**config.mk**
```make
export PLATFORM = sky130hd
export DESIGN_NAME = dmfm_freq_meter
export DESIGN_NICKNAME = d
export VERILOG_FILES = /design/src/dmfm_pkg.sv /design/src/dmfm_freq_meter.sv
export SDC_FILE = /design/constraint.sdc
export NUM_CORES = 2
export LEC_CHECK = 0
export ABC_CLOCK_PERIOD_IN_PS = 13750
export BUFFER_PORTS_ARGS = -buffer_cell sky130_fd_sc_hd__buf_2
export CAP_MARGIN = 15
export CORE_MARGIN = 2
export CORE_UTILIZATION = 55
export DETAILED_ROUTE_END_ITERATION = 16
export GPL_TIMING_DRIVEN = 1
export PLACE_DENSITY_LB_ADDON = 0.1
export SYNTH_ARGS = -nofsm -noshare
export SYNTH_HDL_FRONTEND = slang
export SYNTH_SLANG_ARGS = --single-unit
```
**constraint.sdc**
```tcl
create_clock -name ref_clk -period 13.75 [get_ports ref_clk]
set_input_delay 1.375 -clock ref_clk [delete_from_list [all_inputs] [get_ports ref_clk]]
set_output_delay 1.375 -clock ref_clk [all_outputs]
set_load 0.005 [all_outputs]
```
**src/dmfm_pkg.sv**
```systemverilog
package dmfm_pkg;
	// Bus geometry
	localparam int ADDR_W = 4;
	localparam int DATA_W = 32;

	// Register offsets
	localparam logic [3:0] OFS_CTRL = 4'h0;
	localparam logic [3:0] OFS_DEBOUNCE = 4'h1;
	localparam logic [3:0] OFS_UPDATE = 4'h2;
	localparam logic [3:0] OFS_CUTOFF = 4'h3;
	localparam logic [3:0] OFS_STATUS = 4'h4;
	localparam logic [3:0] OFS_RESULT = 4'h5;
	localparam logic [3:0] OFS_FIFO = 4'h6;

	// Control field positions
	localparam int CTRL_OVR_BIT = 0;
	localparam int CTRL_DEPTH_LSB = 1;
	localparam int CTRL_DEPTH_W = 4;

	// Status field positions
	localparam int STAT_MODE_BIT = 0;
	localparam int STAT_EMPTY_BIT = 1;
	localparam int STAT_FULL_BIT = 2;
	localparam int STAT_LEVEL_LSB = 8;

	// Reset values
	localparam logic CTRL_OVR_RST = 1'b0;
	localparam logic [3:0] CTRL_DEPTH_RST = 4'h3;
	localparam logic [23:0] DEBOUNCE_RST = 24'h00_0000;
	localparam logic [15:0] UPDATE_RST = 16'h0064;
	localparam logic [23:0] CUTOFF_RST = 24'h0F_FFFF;

	// Timing: reference clock and derived rates
	localparam int REF_CLK_HZ = 10_000_000;
	localparam int SYS_TICK_HZ = 6_000_000;
	localparam int MS_PER_S = 1000;
	localparam int MS_CYCLES = REF_CLK_HZ / MS_PER_S;

	// Method switch points with hysteresis
	localparam int UPPER_HZ = 6500;
	localparam int LOWER_HZ = 6000;
	localparam logic [23:0] UPPER_PERIOD = 24'(SYS_TICK_HZ / UPPER_HZ);
	localparam logic [15:0] LOWER_PER_MS = 16'(LOWER_HZ / MS_PER_S);
	localparam logic [31:0] TICK_NUMERATOR = 32'(SYS_TICK_HZ);
	localparam logic [15:0] MS_SCALE = 16'(MS_PER_S);

	// Measurement methods
	typedef enum logic {DMFM_PERIOD, DMFM_WINDOW} dmfm_mode_t;
endpackage

```
**src/dmfm_freq_meter.sv**
```systemverilog
// Overview of operation
// - One method active, switched automatically by frequency.
// - Below 6500Hz count 6MHz ticks per period.
// - No capture this update: repeat previous result.
// - Every period capture after the first folds into running mean.
// - Each update tick pushes mean-derived result.
// - Above 6000Hz count captures per update window.
// - Hysteresis: up at 6500Hz, down at 6000Hz.
// - Debounce input before any capture counts.
// - Override forces zero once below cutoff.
// - Without override, a stopped input keeps repeating the last result in period method; in window method it reports zero.
//
// Strobed register access and the register offsets were chosen for this implementation.
module dmfm_freq_meter #(
	parameter int FIFO_DEPTH = 8
) (
	// Clock and reset
	input wire logic ref_clk,
	input wire logic sys_rst,
	// Sensor after threshold comparator
	input wire logic sensor_in,
	// Register port
	input wire logic [dmfm_pkg::ADDR_W-1:0] reg_addr,
	input wire logic [dmfm_pkg::DATA_W-1:0] reg_wdata,
	input wire logic reg_wr,
	input wire logic reg_rd,
	output logic [dmfm_pkg::DATA_W-1:0] reg_rdata,
	// Measurement outputs
	output logic [31:0] freq_out,
	output logic freq_strobe,
	output logic window_mode
);
	import dmfm_pkg::*;

	localparam int PW = $clog2(FIFO_DEPTH);
	initial begin
		if (FIFO_DEPTH < 2 || (1 << PW) != FIFO_DEPTH) $error("FIFO_DEPTH must be a power of two >= 2");
	end

	// Configuration registers
	logic ovr_q;
	logic [3:0] depth_q;
	logic [23:0] deb_q;
	logic [15:0] upd_q;
	logic [23:0] cutoff_q;
	always_ff @(posedge ref_clk or posedge sys_rst) begin
		if (sys_rst) begin
			ovr_q <= CTRL_OVR_RST;
			depth_q <= CTRL_DEPTH_RST;
			deb_q <= DEBOUNCE_RST;
			upd_q <= UPDATE_RST;
			cutoff_q <= CUTOFF_RST;
		end else if (reg_wr) begin
			unique case (reg_addr)
				OFS_CTRL: begin
					ovr_q <= reg_wdata[CTRL_OVR_BIT];
					depth_q <= reg_wdata[CTRL_DEPTH_LSB +: CTRL_DEPTH_W];
				end
				OFS_DEBOUNCE: deb_q <= reg_wdata[23:0];
				OFS_UPDATE: upd_q <= (reg_wdata[15:0] == 16'h0000) ? 16'h0001 : reg_wdata[15:0];
				OFS_CUTOFF: cutoff_q <= reg_wdata[23:0];
				default: ;
			endcase
		end
	end

	// Two-stage synchroniser on the pin
	logic sync1_q, sync2_q;
	always_ff @(posedge ref_clk or posedge sys_rst) begin
		if (sys_rst) begin
			sync1_q <= 1'b0;
			sync2_q <= 1'b0;
		end else begin
			sync1_q <= sensor_in;
			sync2_q <= sync1_q;
		end
	end

	// debounce filter
	// Level only accepted after differing for deb_q+1 cycles; both levels filtered alike
	logic stable_q, stable_prev_q;
	logic [23:0] deb_cnt_q;
	always_ff @(posedge ref_clk or posedge sys_rst) begin
		if (sys_rst) begin
			stable_q <= 1'b0;
			stable_prev_q <= 1'b0;
			deb_cnt_q <= 24'h00_0000;
		end else begin
			stable_prev_q <= stable_q;
			if (sync2_q == stable_q) begin
				deb_cnt_q <= 24'h00_0000;
			end else if (deb_cnt_q >= deb_q) begin
				stable_q <= sync2_q;
				deb_cnt_q <= 24'h00_0000;
			end else begin
				deb_cnt_q <= deb_cnt_q + 24'h00_0001;
			end
		end
	end
	wire capture = stable_q & ~stable_prev_q;

	// Fractional divider: 6 enables every 10 clocks gives the 6MHz tick
	logic [3:0] phase_q;
	wire [4:0] phase_sum = {1'b0, phase_q} + 5'h06;
	wire tick6 = (phase_sum >= 5'h0A);
	always_ff @(posedge ref_clk or posedge sys_rst) begin
		if (sys_rst) phase_q <= 4'h0;
		else phase_q <= tick6 ? 4'(phase_sum - 5'h0A) : phase_sum[3:0];
	end

	// Millisecond enable and update-period tick
	logic [13:0] ms_cnt_q;
	logic [15:0] upd_cnt_q;
	wire ms_en = (ms_cnt_q == 14'(MS_CYCLES - 1));
	wire upd_tick = ms_en && (upd_cnt_q + 16'h0001 >= upd_q);
	always_ff @(posedge ref_clk or posedge sys_rst) begin
		if (sys_rst) begin
			ms_cnt_q <= 14'h0000;
			upd_cnt_q <= 16'h0000;
		end else begin
			ms_cnt_q <= ms_en ? 14'h0000 : ms_cnt_q + 14'h0001;
			if (upd_tick) upd_cnt_q <= 16'h0000;
			else if (ms_en) upd_cnt_q <= upd_cnt_q + 16'h0001;
		end
	end

	// Measurement state
	dmfm_mode_t mode_q;
	logic seen_q, fresh_q, valid_q, zeroed_q;
	logic [23:0] per_cnt_q, mean_q;
	logic [3:0] shift_q;
	logic [23:0] win_cnt_q;
	logic [31:0] result_q;

	// running_mean_accumulator update, weight grows to averaging_depth
	wire signed [24:0] mean_diff = $signed({1'b0, per_cnt_q}) - $signed({1'b0, mean_q});
	wire [24:0] mean_step = 25'(mean_diff >>> shift_q);
	wire [23:0] mean_next = mean_q + mean_step[23:0];

	// Serial divider shared by both methods
	logic div_busy_q;
	logic [5:0] div_cnt_q;
	logic [31:0] div_q_q, div_den_q;
	logic [32:0] div_rem_q;
	wire [32:0] rem_sh = {div_rem_q[31:0], div_q_q[31]};
	wire rem_ge = rem_sh >= {1'b0, div_den_q};

	// Push request into the measurement queue
	logic push;
	logic [31:0] push_val;

	// override zero once the period exceeds the cutoff span
	wire force_zero = ovr_q && (mode_q == DMFM_PERIOD) && valid_q && !zeroed_q && (per_cnt_q > cutoff_q);

	always_ff @(posedge ref_clk or posedge sys_rst) begin
		if (sys_rst) begin
			// start in period method with nothing averaged
			mode_q <= DMFM_PERIOD;
			seen_q <= 1'b0;
			fresh_q <= 1'b0;
			valid_q <= 1'b0;
			zeroed_q <= 1'b0;
			per_cnt_q <= 24'h00_0000;
			mean_q <= 24'h00_0000;
			shift_q <= 4'h0;
			win_cnt_q <= 24'h00_0000;
			result_q <= 32'h0000_0000;
			div_busy_q <= 1'b0;
			div_cnt_q <= 6'h00;
			div_q_q <= 32'h0000_0000;
			div_den_q <= 32'h0000_0001;
			div_rem_q <= 33'h0_0000_0000;
			push <= 1'b0;
			push_val <= 32'h0000_0000;
		end else begin
			push <= 1'b0;
			// 6MHz ticks since last capture, saturating
			if (capture) per_cnt_q <= 24'h00_0000;
			else if (tick6 && per_cnt_q != 24'hFF_FFFF) per_cnt_q <= per_cnt_q + 24'h00_0001;
			if (upd_tick) win_cnt_q <= capture ? 24'h00_0001 : 24'h00_0000;
			else if (capture && win_cnt_q != 24'hFF_FFFF) win_cnt_q <= win_cnt_q + 24'h00_0001;

			if (capture) begin
				seen_q <= 1'b1;
				zeroed_q <= 1'b0;
				if (seen_q && mode_q == DMFM_PERIOD) begin
					mean_q <= mean_next;
					fresh_q <= 1'b1;
					valid_q <= 1'b1;
					if (shift_q < depth_q) shift_q <= shift_q + 4'h1;
				end
			end

			if (force_zero) begin
				// Abandon any divide in flight so a stale result cannot follow the zero
				div_busy_q <= 1'b0;
				zeroed_q <= 1'b1;
				result_q <= 32'h0000_0000;
				push <= 1'b1;
				push_val <= 32'h0000_0000;
			end else if (div_busy_q) begin
				// One quotient bit per clock
				div_rem_q <= rem_ge ? rem_sh - {1'b0, div_den_q} : rem_sh;
				div_q_q <= {div_q_q[30:0], rem_ge};
				div_cnt_q <= div_cnt_q - 6'h01;
				if (div_cnt_q == 6'h01) begin
					div_busy_q <= 1'b0;
					result_q <= {div_q_q[30:0], rem_ge};
					push <= 1'b1;
					push_val <= {div_q_q[30:0], rem_ge};
				end
			end else if (upd_tick) begin
				fresh_q <= 1'b0;
				if (mode_q == DMFM_PERIOD) begin
					// result from the mean at each update
					if (fresh_q && !zeroed_q) begin
						div_busy_q <= 1'b1;
						div_cnt_q <= 6'd32;
						div_q_q <= TICK_NUMERATOR;
						div_den_q <= {8'h00, mean_q};
						div_rem_q <= 33'h0_0000_0000;
					end else begin
						// no new capture, previous value again
						// held value changes only as new periods reach the mean or the override forces zero
						push <= 1'b1;
						push_val <= result_q;
					end
					// up-switch once the period reaches 6500Hz
					if (valid_q && mean_q <= UPPER_PERIOD) begin
						// single method active at a time
						mode_q <= DMFM_WINDOW;
					end
				end else begin
					div_busy_q <= 1'b1;
					div_cnt_q <= 6'd32;
					div_q_q <= 32'(win_cnt_q) * 32'(MS_SCALE);
					div_den_q <= {16'h0000, upd_q};
					div_rem_q <= 33'h0_0000_0000;
					// back to period method at 6000Hz
					if ({8'h00, win_cnt_q} <= 32'(upd_q) * 32'(LOWER_PER_MS)) begin
						mode_q <= DMFM_PERIOD;
						seen_q <= 1'b0;
						shift_q <= 4'h0;
					end
				end
			end
		end
	end

	// Measurement FIFO; a push into a full queue is dropped
	logic [31:0] fifo_mem [FIFO_DEPTH];
	logic [PW-1:0] wp_q, rp_q;
	logic [PW:0] level_q;
	wire full = (level_q == (PW+1)'(FIFO_DEPTH));
	wire empty = (level_q == '0);
	wire pop = reg_rd && (reg_addr == OFS_FIFO) && !empty;
	wire wr_ok = push && !full;
	always_ff @(posedge ref_clk) begin
		if (wr_ok) fifo_mem[wp_q] <= push_val;
	end
	always_ff @(posedge ref_clk or posedge sys_rst) begin
		if (sys_rst) begin
			wp_q <= '0;
			rp_q <= '0;
			level_q <= '0;
		end else begin
			if (wr_ok) wp_q <= wp_q + 1'b1;
			if (pop) rp_q <= rp_q + 1'b1;
			if (wr_ok && !pop) level_q <= level_q + 1'b1;
			else if (pop && !wr_ok) level_q <= level_q - 1'b1;
		end
	end

	// Read data one cycle after the strobe; unmapped reads return zero
	logic [31:0] rd_d;
	always_comb begin
		rd_d = 32'h0000_0000;
		unique case (reg_addr)
			OFS_CTRL: begin
				rd_d[CTRL_OVR_BIT] = ovr_q;
				rd_d[CTRL_DEPTH_LSB +: CTRL_DEPTH_W] = depth_q;
			end
			OFS_DEBOUNCE: rd_d[23:0] = deb_q;
			OFS_UPDATE: rd_d[15:0] = upd_q;
			OFS_CUTOFF: rd_d[23:0] = cutoff_q;
			OFS_STATUS: begin
				rd_d[STAT_MODE_BIT] = (mode_q == DMFM_WINDOW);
				rd_d[STAT_EMPTY_BIT] = empty;
				rd_d[STAT_FULL_BIT] = full;
				rd_d[STAT_LEVEL_LSB +: PW+1] = level_q;
			end
			OFS_RESULT: rd_d = result_q;
			OFS_FIFO: rd_d = empty ? 32'h0000_0000 : fifo_mem[rp_q];
			default: ;
		endcase
	end

	// Registered outputs
	always_ff @(posedge ref_clk or posedge sys_rst) begin
		if (sys_rst) begin
			reg_rdata <= 32'h0000_0000;
			freq_out <= 32'h0000_0000;
			freq_strobe <= 1'b0;
			window_mode <= 1'b0;
		end else begin
			reg_rdata <= reg_rd ? rd_d : 32'h0000_0000;
			freq_strobe <= push;
			if (push) freq_out <= push_val;
			window_mode <= (mode_q == DMFM_WINDOW);
		end
	end
endmodule

```
## Yosys cells after proc, flatten, opt, wreduce, memory -nomap -nowiden

Memories as Yosys holds them, arrays and structs flattened.
Index checks and enable logic that the tools add are counted.

- Input bits: 41
- RAM bits: 256
- Latch bits: 0
- Memories kept: 1
- ROM bits: 0
- Bits in registers: 456

- Equality and inequality tests: 15
- Bitwise gates (word level): 6
- Order comparisons: 8
- Reduce and logical (&&, ||, !) cells: 45
- Divide/modulo/power cells: 0
- Muxes and demuxes: 84
- Shifts and indexed selects: 1
- Add/sub/neg operators: 16
- Multiply operators: 2

Memory list:

| memory | words | bits a word | rd ports | clocked after Yosys merged registers in | write ports | RTL line | source |
|---|---|---|---|---|---|---|---|
| fifo_mem | 8 | 32 | 1 | 0 | 1 | dmfm_freq_meter.sv:251 | `logic [31:0] fifo_mem [FIFO_DEPTH];` |

Operators by type and width:

| kind | count |
|---|---|
| $mux 32 | 21 |
| $mux 24 | 6 |
| $add 24x1->24 const B | 3 |
| $mux 16 | 3 |
| $ne 24x24->1 const B | 2 |
| $mux 4 | 11 |
| $ge 33x32->1 | 1 |
| $pmux 8 s4 | 1 |
| $sub 32x32->32 | 1 |
| $mux 1 | 31 |
| $mul 24x7->29 const B | 1 |
| $sshr 25x4->24 | 1 |
| $sub 24x24->25 | 1 |
| $add 24x24->24 | 1 |
| $ge 24x24->1 | 1 |
| $gt 24x24->1 | 1 |
| $le 24x10->1 const B | 1 |
| $le 24x19->1 | 1 |
| $mux 6 | 4 |
| $pmux 4 s6 | 1 |
| $pmux 3 s7 | 1 |
| $pmux 4 s5 | 1 |
| $mul 16x2->18 const B | 1 |
| $reduce_bool 2->1 | 9 |
| other kinds (34) | 72 |

## Logic depth before layout (Yosys ltp)

- Word-level depth: 9
- Mapped depth: 26
- Depth with buffers taken out: 26

## Worst setup path before layout

Ideal clock, no wire load.

- Path kind: register -> register
- Start: reg mean_q[1]
- End: reg mean_q[20]
- Arrival time: 5.114 ns
- Path slack: 8.541 ns
- Library setup time: 0.095 ns
- Stages on the path, launching flop included: 23
- Buffers on the path: 0
- Clock period less this slack: 5.209 ns
- Cells stage by stage: dfrtp_1 -> inv_1 -> ha_1 -> nor2b_4 -> o31ai_2 -> a211oi_2 -> o31ai_4 -> nand4_2 -> and2_4 -> a211o_1 -> mux4_2 -> mux2_2 -> mux2_2 -> ha_1 -> nand3_1 -> nor2_1 -> a21o_1 -> o311a_1 -> a31oi_1 -> o211a_1 -> o21ai_0 -> and3_1 -> o31ai_1

- Word-level cells in the longest chain between the ends: 3

RTL lines:

| what | RTL line | source |
|---|---|---|
| start, declared | dmfm_freq_meter.sv:130 | `logic [23:0] per_cnt_q, mean_q;` |
| start signal, assigned | dmfm_freq_meter.sv:187 | `mean_q <= mean_next;` |
| $sub 24x24->25 | dmfm_freq_meter.sv:136 | `wire signed [24:0] mean_diff = $signed({1'b0, per_cnt_q}) - $signed({1'b0, mean_q});` |
| $sshr 25x4->24 | dmfm_freq_meter.sv:137 | `wire [24:0] mean_step = 25'(mean_diff >>> shift_q);` |
| $add 24x24->24 * | dmfm_freq_meter.sv:138 | `wire [23:0] mean_next = mean_q + mean_step[23:0];` |

Every way passes the cells marked *; elsewhere a longest branch is shown, timed or not.
A chain may end at the register's enable or synchronous reset.

## Worst setup path in the final report

Same ends and word-level chain as after synthesis.

==> summary.txt <==
Route
  • Starting DRT DRC Count: 2142
  • Vias per inst: slightly above 6
  • Drt total wl: roughly 100 mm
  • Vias: 28478
  • Antenna-violating nets left: 0
  • DRC viols: 0
  • First-pass iteration count of the detailed router: 7
  • Routed length per instance: about 22 microns

Timing
  • Max-slew violations: 0
  • Setup repair after global routing missed its margin: no
  • Period utilization: 44.0%
  • Final Critical Period: around 6 ns
  • Slew HR: 20.6%
  • Final Hold Viols: 0
  • Maximum clock frequency: about 170 MHz
  • Setup TNS: 0 ns
  • Least-Margin Pin Slew: 1.19 ns
  • Clock skew: ~0.033 ns
  • Setup Viol. Count Final: 0

Synth
  • Post-synthesis sequential area ratio: between 40 and 50%
  • Post-synthesis cell type count: 89
  • Cell taking the most area after synthesis: dfrtp_1
  • Post-Syn Area per Cell: 11.3 sq um
  • Ys flop type: dfrtp_1
  • Post-synth EDFFs: 256
  • Seq cells post-synth: between 700 and 800
  • Top-area cell type share of the netlist area: about a quarter
  • Asr flop ratio synth: 63.6%
  • Mapped Nets: between 3000 and 4000
  • YS warnings: 0
  • Synthesized instance count: 3598
  • Dominant cells by area after synthesis: dfrtp_1 (26%), edfxtp_1 (19%), ha_1 (7.8%), fa_1 (4.5%), mux4_2 (4.1%)
  • Syn Std Cell Area: 0.0405 sq mm

Critical path
  • Critical path class: reg2reg
  • Critical path fanouts, max: 6
  • Worst reg2reg path depth: 22
  • Reg2reg end: mean_q[20]$_DFFE_PP0P_
  • Critical path arrival: ~6.6 ns
  • Reg-to-reg startpoint: mean_q[1]$_DFFE_PP0P_
  • Required time of the critical path: 14.28 ns
  • FF-to-FF setup slack: a little under 8 ns
  • Startpoint Class: flop
  • Worst setup EP type: flop

Floorplan
  • Die width: 275 microns
  • Core area: around 0.073 sq mm
  • Die height: around 280 microns
  • Starting Density: 55.5%
  • Ports: ~110
  • Die area: between 0.07 and 0.08 sq mm
  • Row Count: 99

Clocking
  • Post-CTS Setup Inserts: 0
  • Clock Latency Late Sink: 0.63 ns
  • Total CTS buffers: between 70 and 80
  • Clock Tree Root: clkbuf_16
  • H-tree depth: 3
  • Worst-path clk slew: about 0.060 ns
  • TritonCTS clock tree: yes
  • Cts hold-fix bufs: 0
  • CTS resizes: 0
  • Clk sinks: 703
  • Clock Path Buffers: 3

Flow run
  • Max-Cap Viols: 0

Place
  • DP Wirelength: between 70 and 80 mm
  • Routability Congestion: 0.900
  • IO Port Bufs: 98
  • Placed instance area: 0.0421 sq mm

Outcome
  • Outcome: complete, no violations

Worst hold path
  • Hold_sp: sync1_q$_DFF_PP0_
  • HP Class: reg2reg
  • Hold worst-path end: sync2_q$_DFF_PP0_
  • Hold path cells: 0

Power
  • Max IR drop VDD: between 0.0002 and 0.0003 V
  • Power, Total: ~8 mW
  • Flop pwr share: a little under a third
  • Leak: 19.4 nW
  • Logic pwr share: 41.6%
  • Net switching power: between 2 and 3 mW
  • PwrDens: 178 mW/mm^2
  • Clock share of power: 26.6%
  • Switching Fraction: 36.7%
  • P_int: 5.05 mW

Finish
  • Fillers: 5784
  • Final non-filler cell area: 0.0448 sq mm
  • Share of layout cells above drive strength 1: between 10% and 20%
  • Reg area: 0.0189 sq mm
  • Multi-input gate area in the final layout: 0.0200 sq mm
  • Fin nets: 4067
  • Area Growth Syn to Fin: 10.5%

GRT
  • First-pass GRT wire length: 163 mm
  • Total grt overflow: 0
  • GRT Total Usage: between 20% and 30%
  • Largest net degree at the start of global routing: 184
  • Number of global-route vias before repair: 28803
  • Initial antenna violation count: 8
==> state kept, by name, indices dropped and copies added, names as in the netlist, 32 cells and up <==
| signal | cells |
|---|---|
| fifo_mem | 256 |
| div_q_q | 32 |
| div_rem_q | 32 |
| freq_out | 32 |
| push_val | 32 |
| reg_rdata | 32 |
| result_q | 32 |
==> routing by layer <==
layer / track usage [%] / up-vias / part of all wire, %
met2: 47.8 / 767 / 50
met3: 3.41 / 182 / 4.7
met5: 0 / - / 0.0087
met1: 36.1 / 14321 / 42
met4: 10.2 / 2 / 3.4
li1: - / 13206 / -
==> stage by stage <==
stage                     instances  util [%]  setup slack [ns]  hold WS, ns
after floorplan                3598         -              6.35        0.331
after global placement         4562      57.7              7.84        0.335
after detailed placement       4562      57.7              7.76        0.340
after CTS                      4704      61.3              7.72        0.354
after global routing           4711      61.3              7.24        0.359
final                          4711      61.3              7.71        0.354
==> worst max-delay path by stage <==
stage               cells after the start             startpoint                  endpoint
finish                                 22  mean_q[1]$_DFFE_PP0P_    mean_q[20]$_DFFE_PP0P_
detailed placement                     22  mean_q[1]$_DFFE_PP0P_    mean_q[20]$_DFFE_PP0P_
CTS                                    22  mean_q[1]$_DFFE_PP0P_    mean_q[20]$_DFFE_PP0P_
floorplan                               1                sys_rst  cutoff_q[20]$_DFFE_PP0P_
global placement                       22  mean_q[1]$_DFFE_PP0P_    mean_q[20]$_DFFE_PP0P_
global route                           23  mean_q[1]$_DFFE_PP0P_    mean_q[23]$_DFFE_PP0P_
==> final cells by class <==
class                           count  share of cell area (%)
Clock buffer                      110                    4.85
Clock inverter                     32                    1.00
Sequential cell                   703                    42.3
Inverter                          294                    2.47
Multi-Input combinational cell   2463                    44.8
Antenna cell                        6                  0.0335
Timing Repair Buffer              144                    1.91
Tap cell                          959                    2.68
==> cell usage after synthesis, drive strengths merged, types with 38 or more instances <==
master and number:
xnor2 124, edfxtp 256, nand2b 42, xor2 78, a21oi 148, nor3 68, fa 91, a22oi 38
mux2 146, dfrtp 421, a21o 66, mux4 74, mux2i 71, ha 253, o31ai 53, clkbuf 116
nor2 199, nand3 73, o21ai 186, inv 293, nand2 296
==> critical path, cell delays in order (launching register included) <==
cell      delay (ns)
dfrtp_1         0.46
inv_1           0.12
ha_1            0.29
nor2b_4         0.13
o31ai_2         0.34
a211oi_2        0.21
o31ai_4         0.36
nand4_2         0.24
and2_4          0.23
a211o_1         0.28
mux4_2          0.51
mux2_2          0.31
mux2_2          0.29
ha_1            0.33
nand3_1         0.13
nor2_1          0.05
a21o_1          0.21
o311a_1         0.35
a31oi_1         0.34
o211a_1         0.27
o21ai_0         0.10
and3_1          0.18
o31ai_1         0.22
==> layout by cell type, fill, tap and decap left out, drive strengths merged, types with 14 or more instances in the layout <==
cell,count
nor2b,30
nand2b,42
nand4,28
a221oi,15
a222oi,14
a31oi,32
and2,15
ha,253
clkinv,19
and3,36
a211oi,35
nor2,199
mux2i,71
fa,91
a22oi,38
mux2,146
dfstp,26
o21a,32
nand2,296
a21o,66
o21bai,17
buf,144
xor2,78
o21ai,186
a21oi,148
nor3,68
nand3,73
mux4,74
xnor2,124
clkbuf,110
inv,295
nor4,18
dfrtp,421
a22o,25
o31ai,53
edfxtp,256
==> power by group through the flow <==
stage | logic [mW] | registers, mW | clock network [mW]
after global routing | 3.71 | 2.56 | 2.25
after global placement | 3.19 | 2.57 | 0
after detailed placement | 3.28 | 2.58 | 0
after CTS | 3.31 | 2.54 | 2.16
final | 3.32 | 2.54 | 2.12
after floorplan | 2.64 | 2.43 | 0
==> kinds of logic (layout without fill, tap and decap cells) <==
kind of cell,Yosys count,count (layout),share of synthesized area (%)
compound gates,760,760,12.5
xor+xnor,202,202,4.37
fa+ha+maj,344,344,12.3
buf+inv,432,580,4.07
flops,703,703,46.7
mux,291,291,9.93
other cells,0,6,0
simple gates,866,866,10.2
(Power assumes the default switching activity.)
